[src/rta_pkg.sv]
// package: offsets, fields, resets and carriers of the resistance limit block
package rta_pkg;
    localparam logic [7:0] ADDR_ALT_CFG = 8'h05;
    localparam logic [7:0] ADDR_UPPER_LOW = 8'h06;
    localparam logic [7:0] ADDR_UPPER_HIGH = 8'h07;
    localparam logic [7:0] ADDR_LOWER_LOW = 8'h08;
    localparam logic [7:0] ADDR_LOWER_HIGH = 8'h09;
    localparam int ALT_INDUCT_ONLY_BIT = 0;
    localparam int ALT_POWER_OFF_BIT = 1;
    localparam logic [7:0] ALT_CFG_RESET = 8'h00;
    localparam logic [7:0] LIMIT_BYTE_RESET = 8'h00;
    localparam logic [1:0] STATE_ACTIVE = 2'h0;
    localparam logic [1:0] STATE_SLEEP = 2'h1;
    localparam logic [1:0] STATE_POWER_OFF = 2'h2;
    localparam logic [5:0] ALERT_UPPER_LATCH = 6'h01;
    localparam logic [5:0] ALERT_HYSTERESIS = 6'h02;

    typedef struct packed {
        logic wr;
        logic rd;
        logic [7:0] addr;
        logic [7:0] wdata;
    } rta_reg_req_t;

    typedef struct packed {
        logic valid;
        logic [15:0] value;
    } rta_result_t;
endpackage

[src/rta_core.sv]
// resistance limit pairs, alternate drive config and limit comparison
`timescale 1ns/100ps
module rta_core (
    input wire logic clk,
    input wire logic rst,
    input wire logic clk_en,
    input wire rta_pkg::rta_reg_req_t reg_req,
    output logic [7:0] reg_rdata,
    input wire rta_pkg::rta_result_t res_in,
    input wire logic [1:0] operating_state_select,
    input wire logic [5:0] alert_source_select,
    input wire logic alert_clear,
    output logic power_off_allowed,
    output logic resistance_enable,
    output logic inductance_enable,
    output logic high_res_inductance_enable,
    output logic resistance_valid,
    output logic above_upper_flag,
    output logic below_lower_flag,
    output logic alert_out
);
    import rta_pkg::*;

    // ---------------------------------------------------------------
    // pair indices
    // ---------------------------------------------------------------
    localparam int NPAIR = 2;
    localparam int UP = 0;
    localparam int LO = 1;

    // ---------------------------------------------------------------
    // decode helpers
    // ---------------------------------------------------------------
    // write strobe aimed at one offset
    function automatic logic hit(input rta_reg_req_t r,
                                 input logic [7:0] a);
        hit = r.wr && (r.addr == a);
    endfunction

    // offset match for the read-back select
    function automatic logic look(input rta_reg_req_t r,
                                  input logic [7:0] a);
        look = (r.addr == a);
    endfunction

    // ---------------------------------------------------------------
    // compare helper
    // ---------------------------------------------------------------
    // strict compare, true when a lies above b
    function automatic logic above(input logic [15:0] a,
                                   input logic [15:0] b);
        above = (a > b);
    endfunction

    // ---------------------------------------------------------------
    // alternate drive config
    // ---------------------------------------------------------------
    wire wr_alt;
    logic [7:0] alt_q;
    assign wr_alt = hit(reg_req, ADDR_ALT_CFG);

    // reserved bits kept as written
    always_ff @(posedge clk or posedge rst) begin
        if (rst) begin
            alt_q <= ALT_CFG_RESET;
        end else if (clk_en && wr_alt) begin
            alt_q <= reg_req.wdata;
        end
    end

    // ---------------------------------------------------------------
    // limit pairs: buffered low byte, committing high byte
    // ---------------------------------------------------------------
    logic [7:0] buf_q [NPAIR];
    logic [15:0] limit_q [NPAIR];
    logic wr_low [NPAIR];
    logic wr_high [NPAIR];

    genvar g;
    generate
        for (g = 0; g < NPAIR; g++) begin : g_pair
            localparam logic [7:0] LOW_ADDR =
                (g == UP) ? ADDR_UPPER_LOW : ADDR_LOWER_LOW;
            localparam logic [7:0] HIGH_ADDR =
                (g == UP) ? ADDR_UPPER_HIGH : ADDR_LOWER_HIGH;

            assign wr_low[g] = hit(reg_req, LOW_ADDR);
            assign wr_high[g] = hit(reg_req, HIGH_ADDR);

            // low byte waits here for its high byte
            always_ff @(posedge clk or posedge rst) begin
                if (rst) begin
                    buf_q[g] <= LIMIT_BYTE_RESET;
                end else if (clk_en && wr_low[g]) begin
                    buf_q[g] <= reg_req.wdata;
                end
            end

            // high write commits both bytes at once, in any state
            always_ff @(posedge clk or posedge rst) begin
                if (rst) begin
                    limit_q[g] <= {LIMIT_BYTE_RESET, LIMIT_BYTE_RESET};
                end else if (clk_en && wr_high[g]) begin
                    limit_q[g] <= {reg_req.wdata, buf_q[g]};
                end
            end
        end
    endgenerate

    // ---------------------------------------------------------------
    // limit values
    // ---------------------------------------------------------------
    wire [15:0] upper_lim;
    wire [15:0] lower_lim;
    assign upper_lim = limit_q[UP];
    assign lower_lim = limit_q[LO];

    // ---------------------------------------------------------------
    // read back
    // ---------------------------------------------------------------
    wire rd_alt;
    wire rd_up_lo;
    wire rd_up_hi;
    wire rd_lo_lo;
    wire rd_lo_hi;
    logic [7:0] rd_mux;
    logic [7:0] rdata_q;
    assign rd_alt = look(reg_req, ADDR_ALT_CFG);
    assign rd_up_lo = look(reg_req, ADDR_UPPER_LOW);
    assign rd_up_hi = look(reg_req, ADDR_UPPER_HIGH);
    assign rd_lo_lo = look(reg_req, ADDR_LOWER_LOW);
    assign rd_lo_hi = look(reg_req, ADDR_LOWER_HIGH);

    // unmapped offsets read as zero
    always_comb begin
        rd_mux = 8'h00;
        if (rd_alt) begin
            rd_mux = alt_q;
        end
        if (rd_up_lo) begin
            rd_mux = buf_q[UP];
        end
        if (rd_up_hi) begin
            rd_mux = upper_lim[15:8];
        end
        if (rd_lo_lo) begin
            rd_mux = buf_q[LO];
        end
        if (rd_lo_hi) begin
            rd_mux = lower_lim[15:8];
        end
    end

    // ---------------------------------------------------------------
    // read data register
    // ---------------------------------------------------------------
    // read data stands until the next read
    always_ff @(posedge clk or posedge rst) begin
        if (rst) begin
            rdata_q <= 8'h00;
        end else if (clk_en && reg_req.rd) begin
            rdata_q <= rd_mux;
        end
    end

    assign reg_rdata = rdata_q;

    // ---------------------------------------------------------------
    // drive mode
    // ---------------------------------------------------------------
    wire induct_only;
    wire converting;
    assign induct_only = alt_q[ALT_INDUCT_ONLY_BIT];
    assign converting = (operating_state_select == STATE_ACTIVE);

    assign resistance_enable = converting && !induct_only;
    assign inductance_enable = converting;
    assign high_res_inductance_enable = converting;
    assign resistance_valid = !induct_only;

    // ---------------------------------------------------------------
    // power-off permit
    // ---------------------------------------------------------------
    wire permit;
    wire off_req;
    assign permit = alt_q[ALT_POWER_OFF_BIT];
    assign off_req = (operating_state_select == STATE_POWER_OFF);

    // power-off request without permit is dropped
    assign power_off_allowed = permit && off_req;

    // ---------------------------------------------------------------
    // comparison, one update per accepted result
    // ---------------------------------------------------------------
    wire res_take;
    wire cmp_above;
    wire cmp_below;
    logic above_q;
    logic below_q;
    assign res_take = res_in.valid && resistance_enable;
    assign cmp_above = above(res_in.value, upper_lim);
    assign cmp_below = above(lower_lim, res_in.value);

    // ---------------------------------------------------------------
    // upper flag
    // ---------------------------------------------------------------
    // a limit committed with the result applies from the next one
    always_ff @(posedge clk or posedge rst) begin
        if (rst) begin
            above_q <= 1'b0;
        end else if (clk_en && res_take) begin
            above_q <= cmp_above;
        end
    end

    // ---------------------------------------------------------------
    // lower flag
    // ---------------------------------------------------------------
    always_ff @(posedge clk or posedge rst) begin
        if (rst) begin
            below_q <= 1'b0;
        end else if (clk_en && res_take) begin
            below_q <= cmp_below;
        end
    end

    assign above_upper_flag = above_q;
    assign below_lower_flag = below_q;

    // ---------------------------------------------------------------
    // latching compare
    // ---------------------------------------------------------------
    wire sel_latch;
    wire sel_hyst;
    logic latch_d;
    logic hyst_d;
    logic alert_d;
    logic alert_q;
    assign sel_latch = (alert_source_select == ALERT_UPPER_LATCH);
    assign sel_hyst = (alert_source_select == ALERT_HYSTERESIS);

    // a new crossing wins over a clear in the same cycle
    always_comb begin
        latch_d = alert_q;
        if (res_take && cmp_above) begin
            latch_d = 1'b1;
        end else if (alert_clear) begin
            latch_d = 1'b0;
        end
    end

    // ---------------------------------------------------------------
    // hysteresis compare
    // ---------------------------------------------------------------
    // set above upper, clear below lower, else hold
    always_comb begin
        hyst_d = alert_q;
        if (res_take && cmp_above) begin
            hyst_d = 1'b1;
        end else if (res_take && cmp_below) begin
            hyst_d = 1'b0;
        end
    end

    // ---------------------------------------------------------------
    // alert select and register
    // ---------------------------------------------------------------
    // any other select code keeps the alert low
    always_comb begin
        if (sel_latch) begin
            alert_d = latch_d;
        end else if (sel_hyst) begin
            alert_d = hyst_d;
        end else begin
            alert_d = 1'b0;
        end
    end

    always_ff @(posedge clk or posedge rst) begin
        if (rst) begin
            alert_q <= 1'b0;
        end else if (clk_en) begin
            alert_q <= alert_d;
        end
    end

    assign alert_out = alert_q;
endmodule

[config.mk]
export PLATFORM = sky130hd
export DESIGN_NAME = rta_core
export DESIGN_NICKNAME = d
export VERILOG_FILES = /design/src/rta_pkg.sv /design/src/rta_core.sv
export SDC_FILE = /design/constraint.sdc
export NUM_CORES = 1
export LEC_CHECK = 0
export ABC_AREA = 1
export BUFFER_PORTS_ARGS = -buffer_cell sky130_fd_sc_hd__buf_2
export CAP_MARGIN = 5
export CORE_UTILIZATION = 55
export DETAILED_ROUTE_END_ITERATION = 8
export PLACE_DENSITY = 0.82
export SLEW_MARGIN = 30
export SYNTH_ARGS = -nofsm -noshare
export SYNTH_HDL_FRONTEND = slang
export SYNTH_SLANG_ARGS = --single-unit
[constraint.sdc]
create_clock -name clk -period 2.5 [get_ports clk]
set_input_delay 0 -clock clk [delete_from_list [all_inputs] [get_ports clk]]
set_output_delay 0 -clock clk [all_outputs]
set_load 0.01 [all_outputs]
**After elaboration in Yosys (flattened, before gate mapping)**

Cells that the tools add are included.

- Output and inout bits: 16
- Word-level logic and storage cells: 52
- Input port bits: 47
- Register bits after elaboration: 67
- Latch bits: 0
- Memories kept: 0
- Memory bits (read-only): 0
- Bits in writable memories: 0

- Bitwise logic cells: 0
- Muxes and demuxes: 11
- Magnitude comparators: 2
- Equality and inequality tests: 10
- Shift operators: 0
- $add $sub $neg: 0
- Divide/modulo/power cells: 0
- $mul: 0
- Reductions and logical operators: 20

Operators with widths:

| cell | number |
|---|---|
| 2-to-1 mux 8 bit | 5 |
| > comparator 16 bit | 2 |
| equality test 8 x 3 -> 1 bit (second input constant) | 3 |
| logical AND 1 bit | 17 |
| equality test 8 x 4 -> 1 bit (second input constant) | 2 |
| equality test 6 x 1 -> 1 bit (second input constant) | 1 |
| equality test 6 x 2 -> 1 bit (second input constant) | 1 |
| 2-to-1 mux 1 bit | 6 |
| inequality test 4 x 2 -> 1 bit (second input constant) | 1 |
| inequality test 3 x 2 -> 1 bit (second input constant) | 1 |
| AND reduction 3 bit | 1 |
| equality test 2 bit (second input constant) | 1 |
| zero test 2 bit | 1 |
| zero test 1 bit | 1 |

**Longest topological paths before layout**

Gate-level depths: netlist of run 1.

- Depth after elaboration: 8
- Depth in mapped cells: 16
- Mapped depth without buffers: 16

**Least setup slack after synthesis of run 1**

Ideal clock, no wire load.

- Kind: register to register
- From: reg alt_q[0]
- To: reg alert_q (netlist: alert_out)
- Required time: 2.383 ns
- Arrival time: 1.529 ns
- Library setup time: 0.117 ns
- Period minus slack after synthesis: 1.646 ns
- Stages on the path, launching flop included: 8
- Buffers on the path: 0
- Setup slack: 0.854 ns
- Cells stage by stage: dfrtp_1 > nor3_1 > nand2_1 > or2_2 > a21oi_1 > nand2_1 > nand3_1 > nand2_1

- Word-level cells in the longest chain between the ends: 7

Ends and longest elaborated chain:

| item | line | RTL |
|---|---|---|
| start: declaration | rta_core.sv:59 | `logic [7:0] alt_q;` |
| start signal: assignment | rta_core.sv:67 | `alt_q <= reg_req.wdata;` |
| zero test 1 bit (*) | rta_core.sv:176 | `assign resistance_enable = converting && !induct_only;` |
| logical AND 1 bit (*) | rta_core.sv:176 |  |
| via resistance_enable | rta_core.sv:14 | `output logic resistance_enable,` |
| logical AND 1 bit (*) | rta_core.sv:200 | `assign res_take = res_in.valid && resistance_enable;` |
| logical AND 1 bit | rta_core.sv:245, rta_core.sv:258 |  |
| 2-to-1 mux 1 bit | rta_core.sv:258 | `if (res_take && cmp_above) begin` |
| 2-to-1 mux 1 bit | rta_core.sv:272 | `end else if (sel_hyst) begin` |
| 2-to-1 mux 1 bit | rta_core.sv:270 | `if (sel_latch) begin` |
| end signal: assignment | rta_core.sv:283 | `alert_q <= alert_d;` |
| end: declaration | rta_core.sv:238 | `logic alert_q;` |

Mark *: on every way through the listed nets, which the timed path passes. The rest lies on a longest branch.
A chain may end at the register's enable or synchronous reset.

**Worst setup path after layout of run 1**

- From: reg limit_q (netlist bit upper_lim[9])
- To: reg alert_q (netlist: alert_out)

- Word-level cells in the longest chain between the ends: 5

Ends and longest elaborated chain:

| item | line | RTL |
|---|---|---|
| start: declaration | rta_core.sv:75 | `logic [15:0] limit_q [NPAIR];` |
| start signal: indexed assignment | rta_core.sv:102 | `limit_q[g] <= {LIMIT_BYTE_RESET, LIMIT_BYTE_RESET};` |
| start signal: indexed assignment | rta_core.sv:104 | `limit_q[g] <= {reg_req.wdata, buf_q[g]};` |
| > comparator 16 bit (*) | rta_core.sv:52 | `above = (a > b);` |
| logical AND 1 bit (*) | rta_core.sv:245, rta_core.sv:258 |  |
| 2-to-1 mux 1 bit | rta_core.sv:258 |  |
| 2-to-1 mux 1 bit | rta_core.sv:272 |  |
| 2-to-1 mux 1 bit | rta_core.sv:270 |  |

Every way passes the cells marked *; elsewhere a longest branch is shown, timed or not.

==> results.sh, run 1 <==
export IMPL_status="finished, final reports clean"
export IMPL_path_max_fanout=3
export IMPL_p_leak_nw=2.48
export IMPL_route_final_wire_length_um=9740
export IMPL_post_cts_buffers=0
export IMPL_yosysUniqueCellTypes=32
export IMPL_place_area_sq_mm=0.00418
export IMPL_setup_tns_ns=0
export IMPL_stdcell_area_sq_mm=0.00444
export IMPL_min_period_ns=1.82
export IMPL_drtAntennaViolNets=0
export IMPL_p_sw_share_pct=25.6
export IMPL_cp_common_cell="nand2_1"
export IMPL_worst_clock_skew_ns=0.00733
export IMPL_area_growth_pct=16.7
export IMPL_via_count=3422
export IMPL_grt_pass1_vias=3295
export IMPL_fp_dieW_um=85.2
export IMPL_yosysTopAreaCell="dfrtp_1"
export IMPL_dieHeight_um=85.2
export IMPL_switching_power_mw=0.587
export IMPL_dieArea_sq_mm=0.00725
export IMPL_met1_length_um=4130
export IMPL_final_cell_mix="nand2_1, inv_1, dfrtp_1"
export IMPL_drc=0
export IMPL_p_int_mw=1.71
export IMPL_start_util_pct=58.6
export IMPL_grt_max_degree=52
export IMPL_setup_worst_path_end_class="flip-flop"
export IMPL_wl_met3_um=661
export IMPL_wl_met2_um=4650
export IMPL_hold_viol=0
export IMPL_syn_cell_area_sq_mm=0.00380
export IMPL_max_cap_violations=0
export IMPL_fmax_mhz=549
export IMPL_criticalPathCategory="reg -> reg"
export IMPL_boundaryPins=63
export IMPL_ir_drop_mv=0.315
export IMPL_grt_pass1_wl_um=15800
export IMPL_place_inst=602
export IMPL_synth_nets=547
export IMPL_synth_area_leaders="dfrtp_1, nand2_1, ha_1"
export IMPL_combPwrFrac_pct=9.7
export IMPL_final_common_cell="nand2_1"
export IMPL_top_layer_used="met4"
export IMPL_wl_per_cell_um=15.6
export IMPL_track_usage_pct=28.8
export IMPL_crit_slowest_cell="dfrtp_1"
export IMPL_powerDensity_mw_per_mm2=517
export IMPL_grt_antenna_before_repair=1
export IMPL_clock_sinks=67
export IMPL_crit_arrival_ns=2.07
export IMPL_finalWeightedCongestion=0.936
export IMPL_setup_viol=0
export IMPL_postLayoutSetupSlackWorst_ns=0.678
export IMPL_path_cells="inv_1 > ha_1 > nand2_1 > nor2_1 > nand4_1 > nor2_1 > or2_2 > a21oi_1 > nand2_1 > nand3_1 > nand2_1"
export IMPL_avgSynthCellArea_sq_um=8.13
export IMPL_numPortBuffers=62
export IMPL_ys_seq_area_share_pct=44.1
export IMPL_slew_viol_final=0
export IMPL_drtIter0Drc=276
export IMPL_path_clk_slew_ns=0.08
export IMPL_rows=29
export IMPL_regArea_sq_mm=0.00168
export IMPL_core_sq_mm=0.00649
export IMPL_relSlewSlack_pct=53.0
export IMPL_fillCellCount=527
export IMPL_syn_instance_count=468
export IMPL_cts_resized=0
export IMPL_clk_latency_ns=0.35
export IMPL_yosysWarnings=0
export IMPL_hold_path_class="in -> reg"
export IMPL_cts_htree_levels=3
export IMPL_postCtsHoldBufs=4
export IMPL_worst_pin_slew_ns=0.699
export IMPL_synth_top_area_share_pct=44.1
export IMPL_max_stage_delay_ns=0.44
export IMPL_vias_per_cell=5.49
export IMPL_drtPass1Iterations=5
export IMPL_p_seq_share_pct=49.0
export IMPL_cp_start_kind="flip-flop"
export IMPL_multi_input_area_sq_mm=0.00176
export IMPL_grt_overflow_total=0
export IMPL_layout_nets=619
export IMPL_cts_buffer_depth=2
export IMPL_cp_required_ns=2.75
export IMPL_finalPower_mw=2.29
export IMPL_cts_tree="done"
export IMPL_min_period_over_period_pct=72.9
export IMPL_post_dp_hpwl_um=7480
export IMPL_cts_buffers=9
export IMPL_clock_root_buffer="clkbuf_8"
export IMPL_ys_ff_latch=67
export IMPL_drive_gt1_share_pct=18.7
export IMPL_pre_cts_ws_ns=0.740
export IMPL_final_cell_count_no_fill=623
export IMPL_rsz0062_at_grt="false"
export IMPL_pwr_share_clk_pct=41.3
per-stage QoR:
| step | hold WS (ns) | utilization (%) |
|---|---|---|
| final | 0.000954 | 68.3 |
| after global routing | 0.0143 | 68.3 |
| after CTS | 0.00168 | 68.3 |
| after detailed placement | 0.131 | 64.4 |
| after global placement | 0.258 | 64.4 |
| after floorplan | 0.0475 | - |
flip-flops by register name, summed over array words and instances, names as in the netlist:
register          flops
above_upper_flag      1
alt_q                 8
below_lower_flag      1
upper_lim            16
buf_q                16
alert_out             1
reg_rdata             8
lower_lim            16
power groups by stage:
stage / Sequential (mW) / Combinational, mW / Clock, mW
4_1_cts: 1.12 / 0.222 / 0.944
6_report: 1.12 / 0.223 / 0.947
3_3_place_gp: 1.14 / 0.205 / 0
5_1_grt: 1.13 / 0.253 / 0.994
3_5_place_dp: 1.14 / 0.215 / 0
2_1_floorplan: 1.14 / 0.120 / 0
cells by family (layout without fill, tap and decap cells):
logic type	count (synthesis)	count (layout)	share of synthesized area, %
flops	67	67	44.1
buf+inv	91	168	9.57
compound gates	88	88	12.2
mux	13	13	3.59
other cells	0	1	0
simple gates	177	177	20.1
fa+ha+maj	32	32	10.5
routing by layer:
metal  vias to the layer above  GRT usage (%)
met5                         -              0
met4                         0           12.8
met3                        30           5.74
met2                       140           48.0
met1                      1595           36.6
li1                       1657              -
final timing paths:
check / from / to / slack (ns) / cells past startpoint
max: upper_lim[9] / alert_out / 0.68 / 11
max reg2reg: upper_lim[9] / alert_out / 0.68 / 11
min in group asynchronous: rst / buf_q[13] / 0.28 / 3
min: res_in[16] / below_lower_flag / 0.001 / 3
max in group asynchronous: rst / lower_lim[2] / 1.62 / 4
min reg2reg: reg_rdata[0] / reg_rdata[0] / 0.48 / 2
area by class of cell:
class,instances,area share [%]
Multi-Input combinational cell,310,39.7
Antenna cell,1,0.0564
Clock buffer,11,3.41
Inverter,83,7.08
Timing Repair Buffer,69,8.40
Clock inverter,5,1.38
Tap cell,77,2.17
Sequential cell,67,37.8
critical path, delay by kind of cell (launching register included):
family                     cells  cell delay, ns
adders and majority gates      1            0.29
and+or+nand+nor                8            0.74
DFF                            1            0.44
AOI/OAI and AO/OA              1            0.18
buffers and inverters          1            0.07
synth_stat cells:
library cell  instances
buf_4                 1
nand2_1             117
nor2_8                1
nor3_1                5
o2111ai_1             2
a21o_1                1
dfrtp_1              67
clkbuf_1              2
a31oi_1               1
inv_1                79
nor4_2                1
ha_1                 32
inv_2                 4
nand3_1              11
nor3_2                1
o21bai_1              2
o21a_1                1
nor2_4                1
mux2i_1               8
a21oi_1              30
buf_2                 3
buf_6                 2
a22o_1                1
nor2_1               26
mux2_2                5
o21ai_0              45
o21ai_1               5
nand4_1               7
or2_2                 1
nand2_4               1
nand2_2               4
nor2_2                1
Note: power is estimated with default switching activity, not from simulation.
==> run 2: changes to the inputs <==
clock period = 1.85 ns   (was 2.5 ns; I/O delays follow)
==> results.sh, run 2 (synthesis gave the netlist of run 1 again) <==
export IMPL_area_growth_pct=17.8
export IMPL_drtIter0Drc=272
export IMPL_layout_nets=619
export IMPL_pre_cts_ws_ns=0.109
export IMPL_fp_dieW_um=85.2
export IMPL_status="finished with violations"
export IMPL_track_usage_pct=28.3
export IMPL_path_clk_slew_ns=0.07
export IMPL_min_to="alt_q[0]"
export IMPL_grt_antenna_before_repair=0
export IMPL_postLayoutSetupSlackWorst_ns=0.0857
export IMPL_final_cell_mix="nand2_1, inv_1, dfrtp_1"
export IMPL_dieArea_sq_mm=0.00725
export IMPL_drtPass1Iterations=5
export IMPL_hold_viol=1
export IMPL_path_cells="inv_1 > ha_1 > nand2_1 > nor2_1 > nand4_1 > nor2_1 > or2_2 > a21oi_2 > nand2_1 > nand3_1 > nand2_1"
export IMPL_route_final_wire_length_um=9620
export IMPL_worstSetupStartpoint="upper_lim[9]"
export IMPL_max_stage_delay_ns=0.43
export IMPL_min_from="reg_req[0]"
export IMPL_cp_common_cell="nand2_1"
export IMPL_grt_max_degree=31
export IMPL_path_max_fanout=3
export IMPL_worst_pin_slew_ns=0.514
export IMPL_final_cell_count_no_fill=621
export IMPL_crit_slowest_cell="dfrtp_1"
export IMPL_powerDensity_mw_per_mm2=739
export IMPL_finalPower_mw=3.31
export IMPL_final_common_cell="nand2_1"
export IMPL_ff2ff_setup_slack_ns=0.09
export IMPL_drc=0
export IMPL_clk_latency_ns=0.34
export IMPL_antenna_cells=0
export IMPL_clock_root_buffer="clkbuf_8"
export IMPL_violations="negative hold slack"
export IMPL_min_period_over_period_pct=95.4
export IMPL_hold_path_class="in -> reg"
export IMPL_grt_pass1_vias=3244
export IMPL_rows=29
export IMPL_finish_utilization_pct=69.0
export IMPL_clock_sinks=67
export IMPL_core_sq_mm=0.00649
export IMPL_ir_drop_mv=0.488
export IMPL_grt_overflow_total=0
export IMPL_finalWeightedCongestion=0.880
export IMPL_r2r_end="alert_out"
export IMPL_cts_buffer_depth=2
export IMPL_post_dp_hpwl_um=7300
export IMPL_r2r_start="upper_lim[9]"
export IMPL_setup_tns_ns=0
export IMPL_timing_hold_ws_ns=-0.000867
export IMPL_max_cap_violations=0
export IMPL_setup_viol=0
export IMPL_min_period_ns=1.76
export IMPL_worst_clock_skew_ns=0.00911
export IMPL_drive_gt1_share_pct=19.5
export IMPL_numPortBuffers=62
export IMPL_drtAntennaViolNets=0
export IMPL_whs_path_depth=3
export IMPL_dieHeight_um=85.2
export IMPL_setup_worst_path_end_class="flip-flop"
export IMPL_cts_buffers=9
export IMPL_crit_arrival_ns=2.00
export IMPL_fillCellCount=507
export IMPL_cp_start_kind="flip-flop"
export IMPL_relSlewSlack_pct=65.6
export IMPL_cp_required_ns=2.09
export IMPL_criticalPathCategory="reg -> reg"
export IMPL_reg2reg_depth=11
export IMPL_slew_viol_final=0
export IMPL_via_count=3411
export IMPL_cts_tree="done"
export IMPL_vias_per_cell=5.49
export IMPL_cts_htree_levels=3
export IMPL_boundaryPins=63
export IMPL_start_util_pct=58.6
export IMPL_wl_per_cell_um=15.5
export IMPL_place_inst=603
export IMPL_p_leak_nw=2.51
export IMPL_grt_pass1_wl_um=15500
export IMPL_fmax_mhz=567
-- run 2: worst max path at each step --
stage / to / slack [ns] / cells after the start
6_report: alert_out / 0.09 / 11
5_1_grt: alert_out / -0.03 / 11
4_1_cts: alert_out / 0.07 / 11
3_5_place_dp: alert_out / 0.11 / 11
3_3_place_gp: alert_out / 0.14 / 11
2_1_floorplan: above_upper_flag / 0.17 / 1
-- run 2: worst max-delay path: cells and delay by family (launching register included) --
family	cells	cell delay [ns]
DFF	1	0.43
adders and majority gates	1	0.29
AOI/OAI and AO/OA	1	0.14
buffers and inverters	1	0.07
and+or+nand+nor	8	0.74
-- run 2: what timing repair did --
| action | 4_1_cts | 5_1_grt |
|---|---|---|
| hold buffers | 2 | 0 |
| endpoints found under the setup margin | 0 | 9 |
| hold endpoints to repair | 48 | 0 |
| gates resized for setup | 0 | 4 |
| buffers inserted | 0 | 1 |
-- run 2: per-stage QoR --
step                cell area, sq um  hold slack (ns)
floorplan                       3800           0.0475
global placement                4200           0.0104
detailed placement              4200           0.0110
CTS                             4460          0.00273
global route                    4480           0.0285
finish                          4480        -0.000867
-- run 2: report_power, final --
part	total, mW	internal (mW)	switching, mW	leakage, nW
registers	1.52	1.49	0.0258	0.931
logic	0.302	0.117	0.186	1.46
clock network	1.49	0.928	0.560	0.120
total	3.31	2.54	0.771	2.51
-- run 2: cell type report --
| class | instances | area (sq um) | area share [%] |
|---|---|---|---|
| clock inverters | 4 | 98.8 | 2.21 |
| multi-input cells | 310 | 1780 | 39.6 |
| clock buffers | 11 | 141 | 3.15 |
| well taps | 77 | 96.3 | 2.15 |
| inverters | 83 | 312 | 6.95 |
| repair buffers | 69 | 380 | 8.49 |
| flip-flops and latches | 67 | 1680 | 37.4 |
-- run 2: layer usage --
metal,GRT usage (%),share of wire [%],vias up
met2,47.6,48,159
met4,10.9,2.4,0
met3,5.16,7.2,20
met1,36.6,43,1576
li1,-,-,1656
met5,0,0,-
